### src/logic/cbm_pkg.sv
/*
  constants, codes and types for the carrier band modem serial side.
  assumes a 4x oscillator on the design clock; no other dependency.
*/
`default_nettype none
package cbm_pkg;
  localparam int unsigned REF_CLK_HZ = 25_000_000;
  localparam int unsigned SYM_W = 3;
  localparam int unsigned FIFO_DEPTH = 8;
  // tx and rx clocks are the oscillator divided by four
  localparam logic [1:0] DIV_LAST = 2'h3;
  localparam logic [1:0] RX_FALL_PHASE = 2'h2;
  localparam logic [1:0] RX_ALIGN_PHASE = 2'h0;
  // mac symbols on both channels
  localparam logic [2:0] SYM_ZERO = 3'h0;
  localparam logic [2:0] SYM_ONE = 3'h1;
  localparam logic [2:0] SYM_NON_DATA = 3'h2;
  localparam logic [2:0] SYM_SILENCE = 3'h3;
  localparam logic [2:0] SYM_BAD = 3'h4;
  // management commands and responses
  localparam logic [2:0] CMD_RESET = 3'h1;
  localparam logic [2:0] CMD_TX_ENABLE = 3'h2;
  localparam logic [2:0] CMD_TX_DISABLE = 3'h3;
  localparam logic [2:0] CMD_LOOP_ENABLE = 3'h4;
  localparam logic [2:0] CMD_LOOP_DISABLE = 3'h5;
  localparam logic [2:0] RSP_IDLE = 3'h0;
  localparam logic [2:0] RSP_PHY_ERROR = 3'h7;
  // reset values
  localparam logic LOOPBACK_RST = 1'b1;
  localparam logic TX_ENABLE_RST = 1'b0;
  localparam logic [1:0] LINE_OFF = 2'h3;
  // timing
  localparam int unsigned JABBER_TIME_MS = 500;
  localparam int unsigned JABBER_CYCLES_DFLT = JABBER_TIME_MS * (REF_CLK_HZ / 1000);
  localparam logic [4:0] ACTIVITY_WINDOW = 5'h10;
  localparam int unsigned BLANK_SYMBOLS = 8;
  localparam logic [5:0] BLANK_CYCLES = 6'(BLANK_SYMBOLS * 4);

  typedef enum logic [1:0] {CBM_PH_OFF, CBM_PH_LOW, CBM_PH_HIGH} cbm_phys_t;
  typedef enum logic {CBM_MGMT, CBM_DATA} cbm_mode_t;
endpackage
`default_nettype wire

### src/logic/cbm_fifo_if.sv
/*
  valid/ready carrier between the symbol capture and the symbol fifo.
  assumes one clock shared by both ends.
*/
`timescale 1ns/10ps
`default_nettype none
interface cbm_fifo_if #(parameter int unsigned WIDTH = 3);
  logic push_valid;
  logic push_ready;
  logic [WIDTH-1:0] push_data;
  logic pop_valid;
  logic pop_ready;
  logic [WIDTH-1:0] pop_data;
  modport store (input push_valid, push_data, pop_ready, output push_ready, pop_valid, pop_data);
  modport user (output push_valid, push_data, pop_ready, input push_ready, pop_valid, pop_data);
endinterface
`default_nettype wire

### src/logic/cbm_fifo.sv
/*
  flip-flop fifo, width and depth set by parameters.
  assumes a synchronised active-low reset and a common clock enable.
*/
`timescale 1ns/10ps
`default_nettype none
module cbm_fifo #(
  parameter int unsigned WIDTH = 3,
  parameter int unsigned DEPTH = 8
) (
  input wire logic ref_clk_in,
  input wire logic resetn_in,
  input wire logic ce_in,
  cbm_fifo_if.store port
);
  import cbm_pkg::*;
  localparam int unsigned AW = $clog2(DEPTH);
  logic [WIDTH-1:0] mem [DEPTH];
  logic [AW:0] wr_ptr;
  logic [AW:0] rd_ptr;
  logic full;
  logic empty;
  logic do_push;
  logic do_pop;

  assign empty = (wr_ptr == rd_ptr);
  assign full = (wr_ptr[AW] != rd_ptr[AW]) && (wr_ptr[AW-1:0] == rd_ptr[AW-1:0]);
  assign port.push_ready = !full;
  assign port.pop_valid = !empty;
  assign port.pop_data = mem[rd_ptr[AW-1:0]];
  assign do_push = ce_in && port.push_valid && !full;
  assign do_pop = ce_in && port.pop_ready && !empty;

  always_ff @(posedge ref_clk_in)
  begin
    if (do_push)
    begin
      mem[wr_ptr[AW-1:0]] <= port.push_data;
    end
  end

  always_ff @(posedge ref_clk_in or negedge resetn_in)
  begin
    if (!resetn_in)
    begin
      wr_ptr <= '0;
      rd_ptr <= '0;
    end
    else
    begin
      if (do_push)
      begin
        wr_ptr <= wr_ptr + 1'b1;
      end
      if (do_pop)
      begin
        rd_ptr <= rd_ptr + 1'b1;
      end
    end
  end
endmodule
`default_nettype wire

### src/logic/cbm_top.sv
/*
  serial request/indication side, transmit modulator, jabber and rx clock
  of the carrier band modem. assumes the analog front end delivers decoded
  receive symbols with a strobe and a carrier level, all on the 4x clock.
*/
`timescale 1ns/10ps
`default_nettype none
module cbm_top #(
  parameter int unsigned JABBER_CYCLES = cbm_pkg::JABBER_CYCLES_DFLT
) (
  input wire logic ref_clk_in,
  input wire logic resetn_in,
  input wire logic ce_in,
  input wire logic [cbm_pkg::SYM_W-1:0] tx_request_symbols_in,
  input wire logic mgmt_select_n_in,
  input wire logic end_blanking_disable_n_in,
  input wire logic rx_carrier_in,
  input wire logic rx_strobe_in,
  input wire logic [cbm_pkg::SYM_W-1:0] rx_symbol_in,
  output logic tx_symbol_clock_out,
  output logic tx_fifo_ready_out,
  output logic recovered_rx_clock_out,
  output logic [cbm_pkg::SYM_W-1:0] rx_indication_symbols_out,
  output logic mgmt_indication_n_out,
  output logic [1:0] line_drive_pair_out,
  output logic line_amp_gate_out,
  output logic line_amp_gate_oe_out,
  output logic jabber_fault_out,
  output logic pump_up_n_out,
  output logic pump_down_n_out
);
  import cbm_pkg::*;

  logic [1:0] rst_pipe;
  logic rst_n;
  logic [1:0] tx_phase;
  logic tx_take;
  cbm_mode_t mode;
  logic data_mode;
  logic loopback;
  logic tx_enable;
  logic jabber;
  logic reset_cmd;
  logic [2:0] last_cmd;
  logic [2:0] cur_sym;
  logic line_lvl;
  logic next_lvl;
  cbm_phys_t phys;
  logic drive_on;
  logic drive_on_q;
  logic tx_edge;
  logic [4:0] idle_cnt;
  logic tx_active;
  logic [31:0] jabber_cnt;
  logic jabber_hit;
  logic [1:0] rx_phase;
  logic [1:0] next_rx_phase;
  logic receiving;
  logic rx_update;
  logic [2:0] rx_hold;
  logic rx_new;
  logic [2:0] rx_new_sym;
  logic [5:0] blank_cnt;
  logic blanking;

  cbm_fifo_if #(.WIDTH(SYM_W)) fifo_bus ();

  cbm_fifo #(.WIDTH(SYM_W), .DEPTH(FIFO_DEPTH)) u_fifo (
    .ref_clk_in(ref_clk_in),
    .resetn_in(rst_n),
    .ce_in(ce_in),
    .port(fifo_bus.store)
  );

  // release is synchronised, assertion of reset stays asynchronous
  always_ff @(posedge ref_clk_in or negedge resetn_in)
  begin
    if (!resetn_in)
    begin
      rst_pipe <= 2'h0;
    end
    else if (ce_in)
    begin
      rst_pipe <= {rst_pipe[0], 1'b1};
    end
  end
  assign rst_n = rst_pipe[1];

  // oscillator divided by four; clock high in phases 0 and 1
  always_ff @(posedge ref_clk_in or negedge rst_n)
  begin
    if (!rst_n)
    begin
      tx_phase <= 2'h0;
    end
    else if (ce_in)
    begin
      tx_phase <= tx_phase + 2'h1;
    end
  end
  assign tx_symbol_clock_out = ~tx_phase[1];
  // the edge that ends phase 3 is the rising edge of the transmit clock
  assign tx_take = ce_in && (tx_phase == DIV_LAST);

  assign data_mode = (mode == CBM_DATA);
  assign reset_cmd = tx_take && !mgmt_select_n_in && (tx_request_symbols_in == CMD_RESET);

  always_ff @(posedge ref_clk_in or negedge rst_n)
  begin
    if (!rst_n)
    begin
      mode <= CBM_MGMT;
    end
    else if (ce_in)
    begin
      if (jabber || jabber_hit)
      begin
        mode <= CBM_MGMT;
      end
      else if (tx_take)
      begin
        mode <= mgmt_select_n_in ? CBM_DATA : CBM_MGMT;
      end
    end
  end

  // management command decode; commands are idempotent so holding one is harmless
  always_ff @(posedge ref_clk_in or negedge rst_n)
  begin
    if (!rst_n)
    begin
      loopback <= LOOPBACK_RST;
      tx_enable <= TX_ENABLE_RST;
      last_cmd <= RSP_IDLE;
    end
    else if (tx_take && !mgmt_select_n_in)
    begin
      last_cmd <= tx_request_symbols_in;
      unique case (tx_request_symbols_in)
        CMD_RESET:
        begin
          loopback <= LOOPBACK_RST;
          tx_enable <= TX_ENABLE_RST;
        end
        CMD_TX_ENABLE: tx_enable <= 1'b1;
        CMD_TX_DISABLE: tx_enable <= 1'b0;
        CMD_LOOP_ENABLE: loopback <= 1'b1;
        CMD_LOOP_DISABLE: loopback <= 1'b0;
        default: last_cmd <= tx_request_symbols_in;
      endcase
    end
  end

  // a full fifo drops the request symbol; the controller cannot be stalled
  assign fifo_bus.push_valid = tx_take && mgmt_select_n_in && !jabber;
  assign fifo_bus.push_data = tx_request_symbols_in;
  assign fifo_bus.pop_ready = tx_take && data_mode;
  assign tx_fifo_ready_out = fifo_bus.push_ready;

  always_ff @(posedge ref_clk_in or negedge rst_n)
  begin
    if (!rst_n)
    begin
      cur_sym <= SYM_SILENCE;
    end
    else if (tx_take)
    begin
      cur_sym <= (data_mode && fifo_bus.pop_valid) ? fifo_bus.pop_data : SYM_SILENCE;
    end
  end

  // physical halves: one = HH, zero = LL, non-data = HL
  always_comb
  begin
    phys = CBM_PH_OFF;
    unique case (cur_sym)
      SYM_ONE: phys = CBM_PH_HIGH;
      SYM_ZERO: phys = CBM_PH_LOW;
      SYM_NON_DATA: phys = tx_phase[1] ? CBM_PH_LOW : CBM_PH_HIGH;
      default: phys = CBM_PH_OFF;
    endcase
  end

  // high tone toggles every quarter, low tone once per half: phase coherent
  always_comb
  begin
    next_lvl = line_lvl;
    unique case (phys)
      CBM_PH_HIGH: next_lvl = ~line_lvl;
      CBM_PH_LOW: next_lvl = tx_phase[0] ? line_lvl : ~line_lvl;
      CBM_PH_OFF: next_lvl = line_lvl;
    endcase
  end

  assign drive_on = data_mode && tx_enable && !loopback && !jabber && (phys != CBM_PH_OFF);
  assign tx_edge = drive_on && (next_lvl != line_lvl);

  always_ff @(posedge ref_clk_in or negedge rst_n)
  begin
    if (!rst_n)
    begin
      line_lvl <= 1'b0;
      drive_on_q <= 1'b0;
      line_drive_pair_out <= LINE_OFF;
      line_amp_gate_out <= 1'b1;
    end
    else if (ce_in)
    begin
      line_lvl <= next_lvl;
      drive_on_q <= drive_on;
      line_drive_pair_out <= drive_on ? {next_lvl, ~next_lvl} : LINE_OFF;
      line_amp_gate_out <= !drive_on;
    end
  end
  // open collector: sinks only while the transmitter is enabled
  assign line_amp_gate_oe_out = ~line_amp_gate_out;

  always_ff @(posedge ref_clk_in or negedge rst_n)
  begin
    if (!rst_n)
    begin
      idle_cnt <= ACTIVITY_WINDOW;
    end
    else if (ce_in)
    begin
      if (tx_edge)
      begin
        idle_cnt <= 5'h0;
      end
      else if (tx_take && (idle_cnt < ACTIVITY_WINDOW))
      begin
        idle_cnt <= idle_cnt + 5'h1;
      end
    end
  end
  assign tx_active = (idle_cnt < ACTIVITY_WINDOW);

  // digital stand-in for the charging capacitor; idle discharges it fully
  assign jabber_hit = ce_in && tx_active && (jabber_cnt == 32'(JABBER_CYCLES - 1));

  always_ff @(posedge ref_clk_in or negedge rst_n)
  begin
    if (!rst_n)
    begin
      jabber_cnt <= 32'h0;
      jabber <= 1'b0;
    end
    else if (ce_in)
    begin
      jabber_cnt <= (tx_active && !jabber_hit) ? jabber_cnt + 32'h1 : 32'h0;
      if (jabber_hit)
      begin
        jabber <= 1'b1;
      end
      else if (reset_cmd)
      begin
        jabber <= 1'b0;
      end
    end
  end
  assign jabber_fault_out = jabber;

  // receive clock: free running on the oscillator, realigned by data strobes
  assign receiving = data_mode && !loopback && rx_carrier_in;
  always_comb
  begin
    next_rx_phase = rx_phase + 2'h1;
    if (receiving && rx_strobe_in)
    begin
      next_rx_phase = RX_ALIGN_PHASE;
    end
  end

  always_ff @(posedge ref_clk_in or negedge rst_n)
  begin
    if (!rst_n)
    begin
      rx_phase <= 2'h0;
      pump_up_n_out <= 1'b1;
      pump_down_n_out <= 1'b1;
    end
    else if (ce_in)
    begin
      rx_phase <= next_rx_phase;
      // early strobe pumps down, late strobe pumps up, on time neither
      pump_up_n_out <= !(receiving && rx_strobe_in && !rx_phase[1]);
      pump_down_n_out <= !(receiving && rx_strobe_in && (rx_phase == 2'h2));
    end
  end
  assign recovered_rx_clock_out = ~rx_phase[1];
  assign rx_update = ce_in && (rx_phase == 2'h1) && (next_rx_phase == RX_FALL_PHASE);

  // loopback feeds popped symbols straight back to the indication side
  assign rx_new = loopback ? fifo_bus.pop_ready && fifo_bus.pop_valid : receiving && rx_strobe_in;
  assign rx_new_sym = loopback ? fifo_bus.pop_data : rx_symbol_in;

  always_ff @(posedge ref_clk_in or negedge rst_n)
  begin
    if (!rst_n)
    begin
      blank_cnt <= 6'h0;
    end
    else if (ce_in)
    begin
      if (drive_on_q && !drive_on)
      begin
        blank_cnt <= BLANK_CYCLES;
      end
      else if (blank_cnt != 6'h0)
      begin
        blank_cnt <= blank_cnt - 6'h1;
      end
    end
  end
  assign blanking = (blank_cnt != 6'h0) && end_blanking_disable_n_in;

  always_ff @(posedge ref_clk_in or negedge rst_n)
  begin
    if (!rst_n)
    begin
      rx_hold <= SYM_SILENCE;
      rx_indication_symbols_out <= RSP_IDLE;
      mgmt_indication_n_out <= 1'b0;
    end
    else if (ce_in)
    begin
      // a new symbol in the update cycle wins over the clear
      if (rx_new)
      begin
        rx_hold <= rx_new_sym;
      end
      else if (rx_update)
      begin
        rx_hold <= SYM_SILENCE;
      end
      if (rx_update)
      begin
        mgmt_indication_n_out <= data_mode;
        if (data_mode)
        begin
          rx_indication_symbols_out <= blanking ? SYM_SILENCE : rx_hold;
        end
        else
        begin
          rx_indication_symbols_out <= jabber ? RSP_PHY_ERROR : last_cmd;
        end
      end
    end
  end
endmodule
`default_nettype wire

### config.mk
export PLATFORM = sky130hd
export DESIGN_NAME = cbm_top
export DESIGN_NICKNAME = d
export VERILOG_FILES = /design/src/logic/cbm_pkg.sv /design/src/logic/cbm_fifo_if.sv /design/src/logic/cbm_fifo.sv /design/src/logic/cbm_top.sv
export SDC_FILE = /design/constraint.sdc
export NUM_CORES = 1
export LEC_CHECK = 0
export BUFFER_PORTS_ARGS = -buffer_cell sky130_fd_sc_hd__buf_4
export CAP_MARGIN = 20
export CORE_MARGIN = 10
export CORE_UTILIZATION = 28
export CTS_BUF_LIST = sky130_fd_sc_hd__clkbuf_8 sky130_fd_sc_hd__clkbuf_16
export DETAILED_ROUTE_END_ITERATION = 16
export SETUP_SLACK_MARGIN = 0.02
export SYNTH_ARGS = -nofsm -noshare
export SYNTH_HDL_FRONTEND = slang
export SYNTH_HIERARCHICAL = 1
export SYNTH_SLANG_ARGS = --single-unit
### constraint.sdc
create_clock -name ref_clk_in -period 2.4 [get_ports ref_clk_in]
set_input_delay 0.36 -clock ref_clk_in [delete_from_list [all_inputs] [get_ports ref_clk_in]]
set_output_delay 0.36 -clock ref_clk_in [all_outputs]
set_load 0.02 [all_outputs]
After elaboration in Yosys (flattened, before gate mapping)
Memory sizes are Yosys's and may differ from the RTL's.
Cells that the tools add are included.
{"block": "op_classes", "n_addsub": 7, "n_mul": 0, "div_mod_pow": 0, "magnitude_cmp": 1, "eq_ne": 18, "n_shift": 0, "n_mux": 28, "bitwise": 5, "reduce_logical": 63}
{"operator": "32-bit by 1-bit adder with 32-bit output, second input constant", "n": 1}
{"operator": "32-bit by 24-bit equality test with 1-bit output, second input constant", "n": 1}
{"operator": "32-bit two-way mux", "n": 1}
{"operator": "1-bit logical AND", "n": 31}
{"operator": "3-bit two-way mux", "n": 7}
{"operator": "2-bit AND reduction", "n": 8}
{"operator": "2-bit nonzero test", "n": 8}
{"operator": "6-bit two-way mux", "n": 2}
{"operator": "1-bit logical NOT", "n": 10}
{"operator": "5-bit two-way mux", "n": 2}
{"operator": "3-bit by 2-bit equality test with 1-bit output, second input constant", "n": 3}
{"operator": "1-bit two-way mux", "n": 9}
{"operator": "4-bit by 1-bit adder with 4-bit output, second input constant", "n": 2}
{"operator": "2-bit equality test, second input constant", "n": 4}
{"operator": "3-bit by 1-bit equality test with 1-bit output, second input constant", "n": 2}
{"operator": "3-bit equality test, second input constant", "n": 2}
{"operator": "2-bit two-way mux", "n": 3}
{"operator": "2-bit case mux with 3 select lines", "n": 1}
{"operator": "6-bit nonzero test", "n": 1}
{"operator": "6-bit by 1-bit subtractor with 6-bit output, second input constant", "n": 1}
{"operator": "5-bit by 1-bit adder with 5-bit output, second input constant", "n": 1}
{"operator": "5-bit < comparator, second input constant", "n": 1}
{"operator": "1-bit inverter", "n": 5}
{"operator": "2-bit by 1-bit adder with 2-bit output, second input constant", "n": 2}
{"operator": "10 further kinds", "n": 14}
{"block": "totals", "ff_bits": 81, "latch_bits": 0, "ram_bits": 24, "mem_bits_ro": 0, "input_bits": 13, "elab_cells": 146, "mem_count": 1}
{"memory": "u_fifo.mem", "depth": 8, "word_bits": 3, "rd": 1, "rd_clocked_by_memory_dff": 0, "wr": 1, "line": "cbm_fifo.sv:18", "source": "logic [WIDTH-1:0] mem [DEPTH];"}

Longest topological paths before layout
Gate-level depths: netlist of the first run.
{"block": "depth", "ltp_word": 9, "mapped_depth": 8, "mapped_depth_nobuf": 7}

Modules after synthesis
The synthesis of the first run kept the hierarchy.
{"mod": "cbm_top", "instances": 1, "cells_each": 356, "area_each_um2": 3616.0}
{"mod": "cbm_fifo", "instances": 1, "cells_each": 90, "area_each_um2": 1478.9}

Worst setup path before layout of the first run
No wires, ideal clock.
{"block": "synth_timing", "kind": "register -> register", "from": "register, netlist name rst_pipe[1]", "to": "register rst_pipe[1]", "setup_ps": 78, "arrival_ps": 2383, "required_ps": 2322, "slack_ps": -61, "path_stages_with_launch": 2, "path_buffers": 0, "period_less_slack_ps": 2461, "cell_sequence": "dfrtp_1 -> mux2_2"}
{"element": "end signal: assignment", "line": "cbm_top.sv:84", "source": "rst_pipe <= {rst_pipe[0], 1'b1};"}
{"element": "end: declaration", "line": "cbm_top.sv:34", "source": "logic [1:0] rst_pipe;"}

Final worst setup path of the first run
{"block": "layout_timing", "from": "register jabber_cnt[22]", "to": "register jabber_cnt[8]"}
{"block": "layout_between", "elab_chain_len": 5}
{"element": "start: declaration", "line": "cbm_top.sv:54", "source": "logic [31:0] jabber_cnt;"}
{"element": "start signal: assignment", "line": "cbm_top.sv:250", "source": "jabber_cnt <= (tx_active && !jabber_hit) ? jabber_cnt + 32'h1 : 32'h0;"}
{"element": "32-bit by 24-bit equality test with 1-bit output", "line": "cbm_top.sv:239", "source": "assign jabber_hit = ce_in && tx_active && (jabber_cnt == 32'(JABBER_CYCLES - 1));"}
{"element": "1-bit logical AND", "line": "cbm_top.sv:239"}
{"element": "1-bit logical NOT", "line": "cbm_top.sv:250"}
{"element": "1-bit logical AND", "line": "cbm_top.sv:250"}
{"element": "32-bit two-way mux", "line": "cbm_top.sv:250"}
Every way passes these cells.
A chain may end at the register's enable or synchronous reset.

==> reports/results.txt, run 1 <==
Status: finished clean
Final Hold Viols: 0
Die ar.: 24000 um2
Antenna violations before repair: 0
Max-cap viol count: 0
Max Fanout on Critical Path: 30
Most frequent cells in the layout: dfrtp_1 (69), nor2_1 (52), buf_4 (37)
DRC viols: 0
Gr ovfl total: 0
Via count: 3443
Main synth FF type: dfrtp_1
Routed wire length: 10300 um
EDFF count, synth: 24
RSZ-0062 raised after global routing: no
Detailed Place HPWL: 7460 um
CTS Root Cell: clkbuf_16
LEAKAGE: 0.00240 uW
Synthesized net count: 468
Final Worst Setup Slack: 0.208 ns
Post-synthesis async set-or-reset flop share: 77.1%
Largest net degree at the start of global routing: 44
Fin crit share: 91.3%
Commonest non-fill, non-tap cell in the layout: dfrtp_1
Crit path kind: reg2reg
Area grow syn2layout: 15.5%
Routed len/inst: 14.4 um
Setup-failing EPs final: 0
CTS buffer count: 9
Layout cells sized above 1: 22.1%
CTS sink count: 105
Setup crit end kind: flip-flop
DP Cell Count: 697
Worst slack at placement: 0.109 ns
# IOs: 27
Reg clk slew, reported paths: 0.07 ns
Finished Core Util: 32.9%
Yosys cell types: 60
Nets: 502
Clk Latency, worst-skew pair: 0.36 ns
Largest stage delay on the critical path: 0.60 ns
First-pass DRT Iterations: 5
Crit-path slowest cell: or4_4
Worst-margin pin slew: 0.574 ns
Number of H-tree levels: 3
Skew final: 0.0121 ns
Initial core utilization: 28.5%
Startpoint Class: flip-flop
Non-filler cells, final: 714
Antenna-violating nets left: 0
Syn avg cell area: 11.4 um2
Final slew viol count: 0
Final Critical Period: 2.19 ns
Slew headroom: 61.7%
Syn Inst Count: 446
Yosys warning count: 6
Sequential area share after synthesis: 54.2%
Vias in the first global route: 3493
Fmax: 0.456 GHz
Cell area after synthesis: 5090 um2
Cell row count: 49
Die W: 155 um
Height of the chip: 155 um
Fill count: 1788
Worst Path Required: 2.63 ns
Power Dens Cells: 945 nW/um2
VDD IR max: 363 uV
I/O Buffers: 26
Total GRT Usage: 8.86%
TritonCTS clock tree: yes
First-pass GRT wire length: 17300 um
Postcts setup bufs: 0
Critical path arrival: 2.43 ns
Gpl congestion: 0.789
CP cell instances: nor4b_1, nand4_1, or4_4, a21boi_4, buf_12, nor2_1
Initial drt markers: 220
Floorplan core area: 17900 um2
Vias per inst: 4.82
Inserted Diodes: 0
Synthesized flop and latch total: 105
Clock Path Buffers: 2
Setup TNS: 0 ns
Tightest Hold Check Type: in2reg
-- cell usage after synthesis, types with 2 or more instances --
library cell	count	area, um2
buf_6	6	67.6
buf_2	4	20.0
nor2b_1	2	12.5
nor4_2	2	25.0
inv_1	17	63.8
mux2i_1	3	30.0
nand2_1	35	131
o211ai_1	2	15.0
or2_2	3	18.8
nand4_1	20	125
o21ai_0	14	70.1
dfstp_2	11	289
edfxtp_1	24	721
mux4_2	6	135
a2bb2oi_1	2	17.5
mux2_2	10	113
a31oi_1	4	25.0
nor2_1	52	195
clkbuf_1	5	18.8
nor2_2	6	37.5
ha_1	9	113
xor2_1	33	289
dfrtp_1	70	1750
and4_1	5	43.8
nand2b_1	5	31.3
xnor2_2	3	48.8
a21oi_1	6	30.0
nor4_1	2	12.5
xnor2_1	12	105
and3_1	7	43.8
o32ai_1	3	26.3
and2_1	3	18.8
a21o_1	2	15.0
o22a_1	3	26.3
o22ai_1	3	18.8
nand3_1	18	90.1
nor3_1	11	55.1
-- layer usage --
metal	track usage [%]	share of wire, %	vias to the layer above
li1	-	-	1650
met1	10.7	45	1740
met2	14.5	50	36
met3	2.07	2.8	17
met4	4.32	2.2	0
met5	0	0	-
-- final cells by class --
| cell class | count | area, um2 | share of cell area [%] |
|---|---|---|---|
| flip-flops and latches | 105 | 2770 | 47.0 |
| multi-input cells | 308 | 2170 | 36.8 |
| repair buffers | 39 | 308 | 5.23 |
| well taps | 229 | 287 | 4.87 |
| clock buffers | 10 | 250 | 4.25 |
| inverters | 17 | 63.8 | 1.08 |
| clock inverters | 6 | 46.3 | 0.787 |
-- logic make-up (layout without fill, tap and decap cells) --
group                    count (synthesis)  after routing  share of synthesized area [%]
buffers and inverters                   33             72                           3.49
adder cells (fa/ha/maj)                  9              9                           2.21
multiplexers                            19             19                           5.45
AO/OA/AOI/OAI                           49             49                           7.17
AND/OR/NAND/NOR                        183            183                           18.8
XOR/XNOR                                48             48                           8.69
flip-flops                             105            105                           54.2
-- power breakdown --
group	internal [uW]	leakage (uW)	switching, uW
combinational	733	0.00102	802
clock	774	0.000141	674
sequential	2210	0.00124	366
-- final timing paths --
| path | from | endpoint | cells after the start | slack (ns) |
|---|---|---|---|---|
| hold reg to reg | rst_pipe[1] | idle_cnt[3] | 0 | 0.33 |
| min in group asynchronous | resetn_in | rst_pipe[0] | 2 | 0.33 |
| hold / removal | tx_request_symbols_in[0] | loopback | 2 | 0.26 |
| max in group asynchronous | rst_pipe[1] | idle_cnt[4] | 1 | 1.16 |
| setup reg to reg | jabber_cnt[22] | jabber_cnt[8] | 6 | 0.21 |
| setup / recovery | jabber_cnt[22] | jabber_cnt[8] | 6 | 0.21 |
-- worst max-delay path: cells and delay by family, from the launching register on --
kind                   cells  cell delay [ns]
AND/OR/NAND/NOR            4             1.23
buffers and inverters      1             0.20
flip-flops                 1             0.44
AO/OA/AOI/OAI              1             0.19
-- state kept, by name, indices dropped and copies added, names as in the netlist --
name                       count
pump_down_n_out                1
line_drive_pair_out            2
line_amp_gate_out              1
line_lvl                       1
tx_enable                      1
tx_phase                       2
idle_cnt                       5
rst_pipe                       2
jabber_fault_out               1
blank_cnt                      6
cur_sym                        3
drive_on_q                     1
u_fifo/wr_ptr                  4
pump_up_n_out                  1
rx_indication_symbols_out      3
u_fifo/mem                    24
last_cmd                       3
rx_phase                       2
rx_hold                        3
data_mode                      1
loopback                       1
mgmt_indication_n_out          1
jabber_cnt                    32
u_fifo/rd_ptr                  4
-- through the flow --
step / instance area, um2 / total power (uW) / hold WS [ns]
global placement: 5570 / 4070 / 0.144
CTS: 5880 / 5620 / 0.257
detailed placement: 5570 / 4150 / 0.144
floorplan: 5100 / 3740 / 0.0644
finish: 5890 / 5560 / 0.259
global route: 5890 / 5890 / 0.279
-- repair_timing --
item	in CTS	in global routing
hold buffers	1	0
endpoints found under the hold margin	2	0
setup endpoints to repair	0	6
resized for setup	0	2
No activity file was read; power rests on OpenSTA's default activity.
==> inputs of run 2 (changes only) <==
--- a/config.mk
+++ b/config.mk
@@ -5,12 +5,16 @@
 export SDC_FILE = /design/constraint.sdc
 export NUM_CORES = 1
 export LEC_CHECK = 0
+export ABC_AREA = 1
 export BUFFER_PORTS_ARGS = -buffer_cell sky130_fd_sc_hd__buf_4
 export CAP_MARGIN = 20
+export CELL_PAD_IN_SITES_DETAIL_PLACEMENT = 2
+export CELL_PAD_IN_SITES_GLOBAL_PLACEMENT = 2
 export CORE_MARGIN = 10
 export CORE_UTILIZATION = 28
 export CTS_BUF_LIST = sky130_fd_sc_hd__clkbuf_8 sky130_fd_sc_hd__clkbuf_16
 export DETAILED_ROUTE_END_ITERATION = 16
+export PLACE_DENSITY_LB_ADDON = 0.1
 export SETUP_SLACK_MARGIN = 0.02
 export SYNTH_ARGS = -nofsm -noshare
 export SYNTH_HDL_FRONTEND = slang
==> run 2 against run 1 <==
Against the previous run:
- hold slack improved by 0.021 ns
- via count increased by 43%
- first-iteration DRC count grew 1.4%
- largest cell class unchanged
==> reports/results.txt, run 2 <==
Status: finished clean
Gr ovfl total: 0
Via count: 4910
Skew final: 0.0102 ns
Top-count cell post-synth: nand2_1
First-pass DRT Iterations: 4
Die ar.: 26600 um2
Crit path kind: reg2reg
DP Cell Count: 1031
Detailed Place HPWL: 13300 um
# IOs: 27
Vias in the first global route: 5573
Gpl congestion: 0.760
Final Hold Viols: 0
Largest stage delay on the critical path: 0.43 ns
Crit path top cell by count: nand2_1
Synthesized net count: 762
Routed wire length: 17400 um
Xor/xnor share of the synthesized area: 3.50%
Hold depth: 2
Largest family of logic cells by synthesized area: simple AND/OR/NAND/NOR gates
Setup-failing EPs final: 0
Initial drt markers: 223
Inserted Diodes: 0
Total GRT Usage: 13.8%
First-pass GRT wire length: 29600 um
Reg clk slew, reported paths: 0.08 ns
Post-synth top area share: 30.6%
Startpoint Class: flip-flop
Simple logic cell fraction of the synthesized area: 31.7%
Nets: 795
CTS Root Cell: clkbuf_16
Layout cells sized above 1: 12.2%
Area grow syn2layout: 14.3%
Worst-margin pin slew: 0.505 ns
Most flops, register: jabber_cnt
Clk Latency, worst-skew pair: 0.36 ns
Antenna violations before repair: 0
Syn Inst Count: 740
Largest net degree at the start of global routing: 50
CP cell instances: ha_1, nand2_1, nor3_1, nand2_1, inv_1, nand3_2, nor2_1
Floorplan core area: 20200 um2
RSZ-0062 raised after global routing: no
Max Fanout on Critical Path: 6
RR Endpoint: u_fifo/mem[6][1]
Critical path arrival: 2.11 ns
Max-cap viol count: 0
# resized after CTS: 0
Main synth FF type: dfrtp_1
Die W: 163 um
Synthesized flop and latch total: 105
Final slew viol count: 0
Syn avg cell area: 7.73 um2
Vias per inst: 4.69
CTS buffer count: 9
Beginning of the worst hold path: tx_request_symbols_in[0]
Synth top cells by count: nand2_1 (227), nor2_1 (118), inv_1 (82)
Fin crit share: 86.1%
Fmax: 0.484 GHz
Reg2Reg Setup Slack: 0.33 ns
Max FFs per register: 32
Postcts setup bufs: 0
Setup crit end kind: flip-flop
Hold_buf cts: 1
Final Critical Period: 2.07 ns
Tightest Hold Check Type: in2reg
Synth Area in Adders: 1.97%
Storage cell area: 2770 um2
Clock Path Buffers: 2
LEAKAGE: 0.00294 uW
Commonest non-fill, non-tap cell in the layout: nand2_1
I/O Buffers: 26
EDFF count, synth: 24
Fill count: 2363
Reg2Reg Launch Point: tx_phase[0]
VDD IR max: 299 uV
Post-synthesis async set-or-reset flop share: 77.1%
Min-Delay Endpoint: loopback
Post-synthesis mux area share: 0%
Most frequent cells in the layout: nand2_1 (227), nor2_1 (118), inv_1 (82)
Yosys warning count: 6
Setup TNS: 0 ns
Non-filler cells, final: 1048
Crit-path slowest cell: dfrtp_1
Cell area after synthesis: 5720 um2
Slew headroom: 66.3%
Top cells by area, synth: dfrtp_1 (31%), nand2_1 (15%), edfxtp_1 (13%), nor2_1 (7.7%), inv_1 (5.4%)
Worst Path Required: 2.45 ns
Complex-gate fraction of the synthesized area: 7.19%
TritonCTS clock tree: yes
Height of the chip: 163 um
Routed len/inst: 16.6 um
Yosys cell types: 40
Number of H-tree levels: 3
Antenna-violating nets left: 0
Sequential area share after synthesis: 48.3%
CTS sink count: 105
Cell row count: 52
Power Dens Cells: 780 nW/um2
R2R depth: 7
Initial core utilization: 28.4%
DRC viols: 0
Multi-input gate area: 2540 um2
Area leader, netlist: dfrtp_1
==> run 2: cell types whose count changed in the layout (fill, tap and decap cells not counted), moves of 6 or more <==
cell / before / now
nand4_1: 20 / 12
nor2_2: 6 / 14
nor2_1: 52 / 118
o21ai_0: 14 / 40
xor2_1: 33 / 16
nand3_1: 18 / 44
and3_1: 7 / 0
mux4_2: 6 / 0
inv_1: 17 / 82
nand2_1: 35 / 227
xnor2_1: 12 / 5
mux2_2: 10 / 0
==> run 2: layout make-up <==
type	count	area share (%)
Clock buffer	9	3.44
Clock inverter	7	1.07
Inverter	88	5.12
Multi-Input combinational cell	535	38.8
Sequential cell	105	42.3
Tap cell	270	5.16
Timing Repair Buffer	34	4.13
==> run 2: how the worst max path moves through the flow <==
stage                              from          endpoint  cells past startpoint
after floorplan             tx_phase[0]  u_fifo/mem[6][0]                      7
after global placement    jabber_cnt[0]    jabber_cnt[13]                     10
after detailed placement  jabber_cnt[0]    jabber_cnt[21]                     10
after CTS                 jabber_cnt[0]    jabber_cnt[22]                     10
after global routing        tx_phase[0]  u_fifo/mem[5][1]                      7
final                       tx_phase[0]  u_fifo/mem[6][1]                      7
==> run 2: kinds of logic after synthesis <==
logic type | after synthesis
simple gates | 432
flops | 105
buf+inv | 100
compound gates | 72
xor+xnor | 22
fa+ha+maj | 9
==> run 2: where the power goes <==
part	leakage, uW	switching (uW)	total (uW)	internal, uW
clock network	0.000142	779	1520	736
logic	0.00154	742	1180	442
registers	0.00126	288	2400	2120
total	0.00294	1810	5100	3290
==> run 2: per-stage QoR <==
step	utilization, %	cell area, um2	hold WS, ns	power [uW]	setup WS [ns]
2_1_floorplan	-	5720	0.0644	3190	0.732
3_3_place_gp	30.9	6240	0.142	3570	0.304
3_5_place_dp	30.9	6240	0.145	3660	0.262
4_1_cts	32.4	6540	0.276	5210	0.238
5_1_grt	32.4	6540	0.283	5460	0.0690
6_report	32.4	6540	0.279	5100	0.333
==> run 2: critical path, delay by kind of cell (launching register included) <==
family	cells	cell delay [ns]
and+or+nand+nor	5	0.91
adders and majority gates	1	0.18
buffers and inverters	1	0.23
DFF	1	0.43
==> run 2: routing by layer <==
layer / part of all wire, % / global-route usage (%)
met1: 48 / 17.8
met2: 49 / 23.3
met3: 2.1 / 2.38
met4: 0.93 / 3.20
met5: 0 / 0
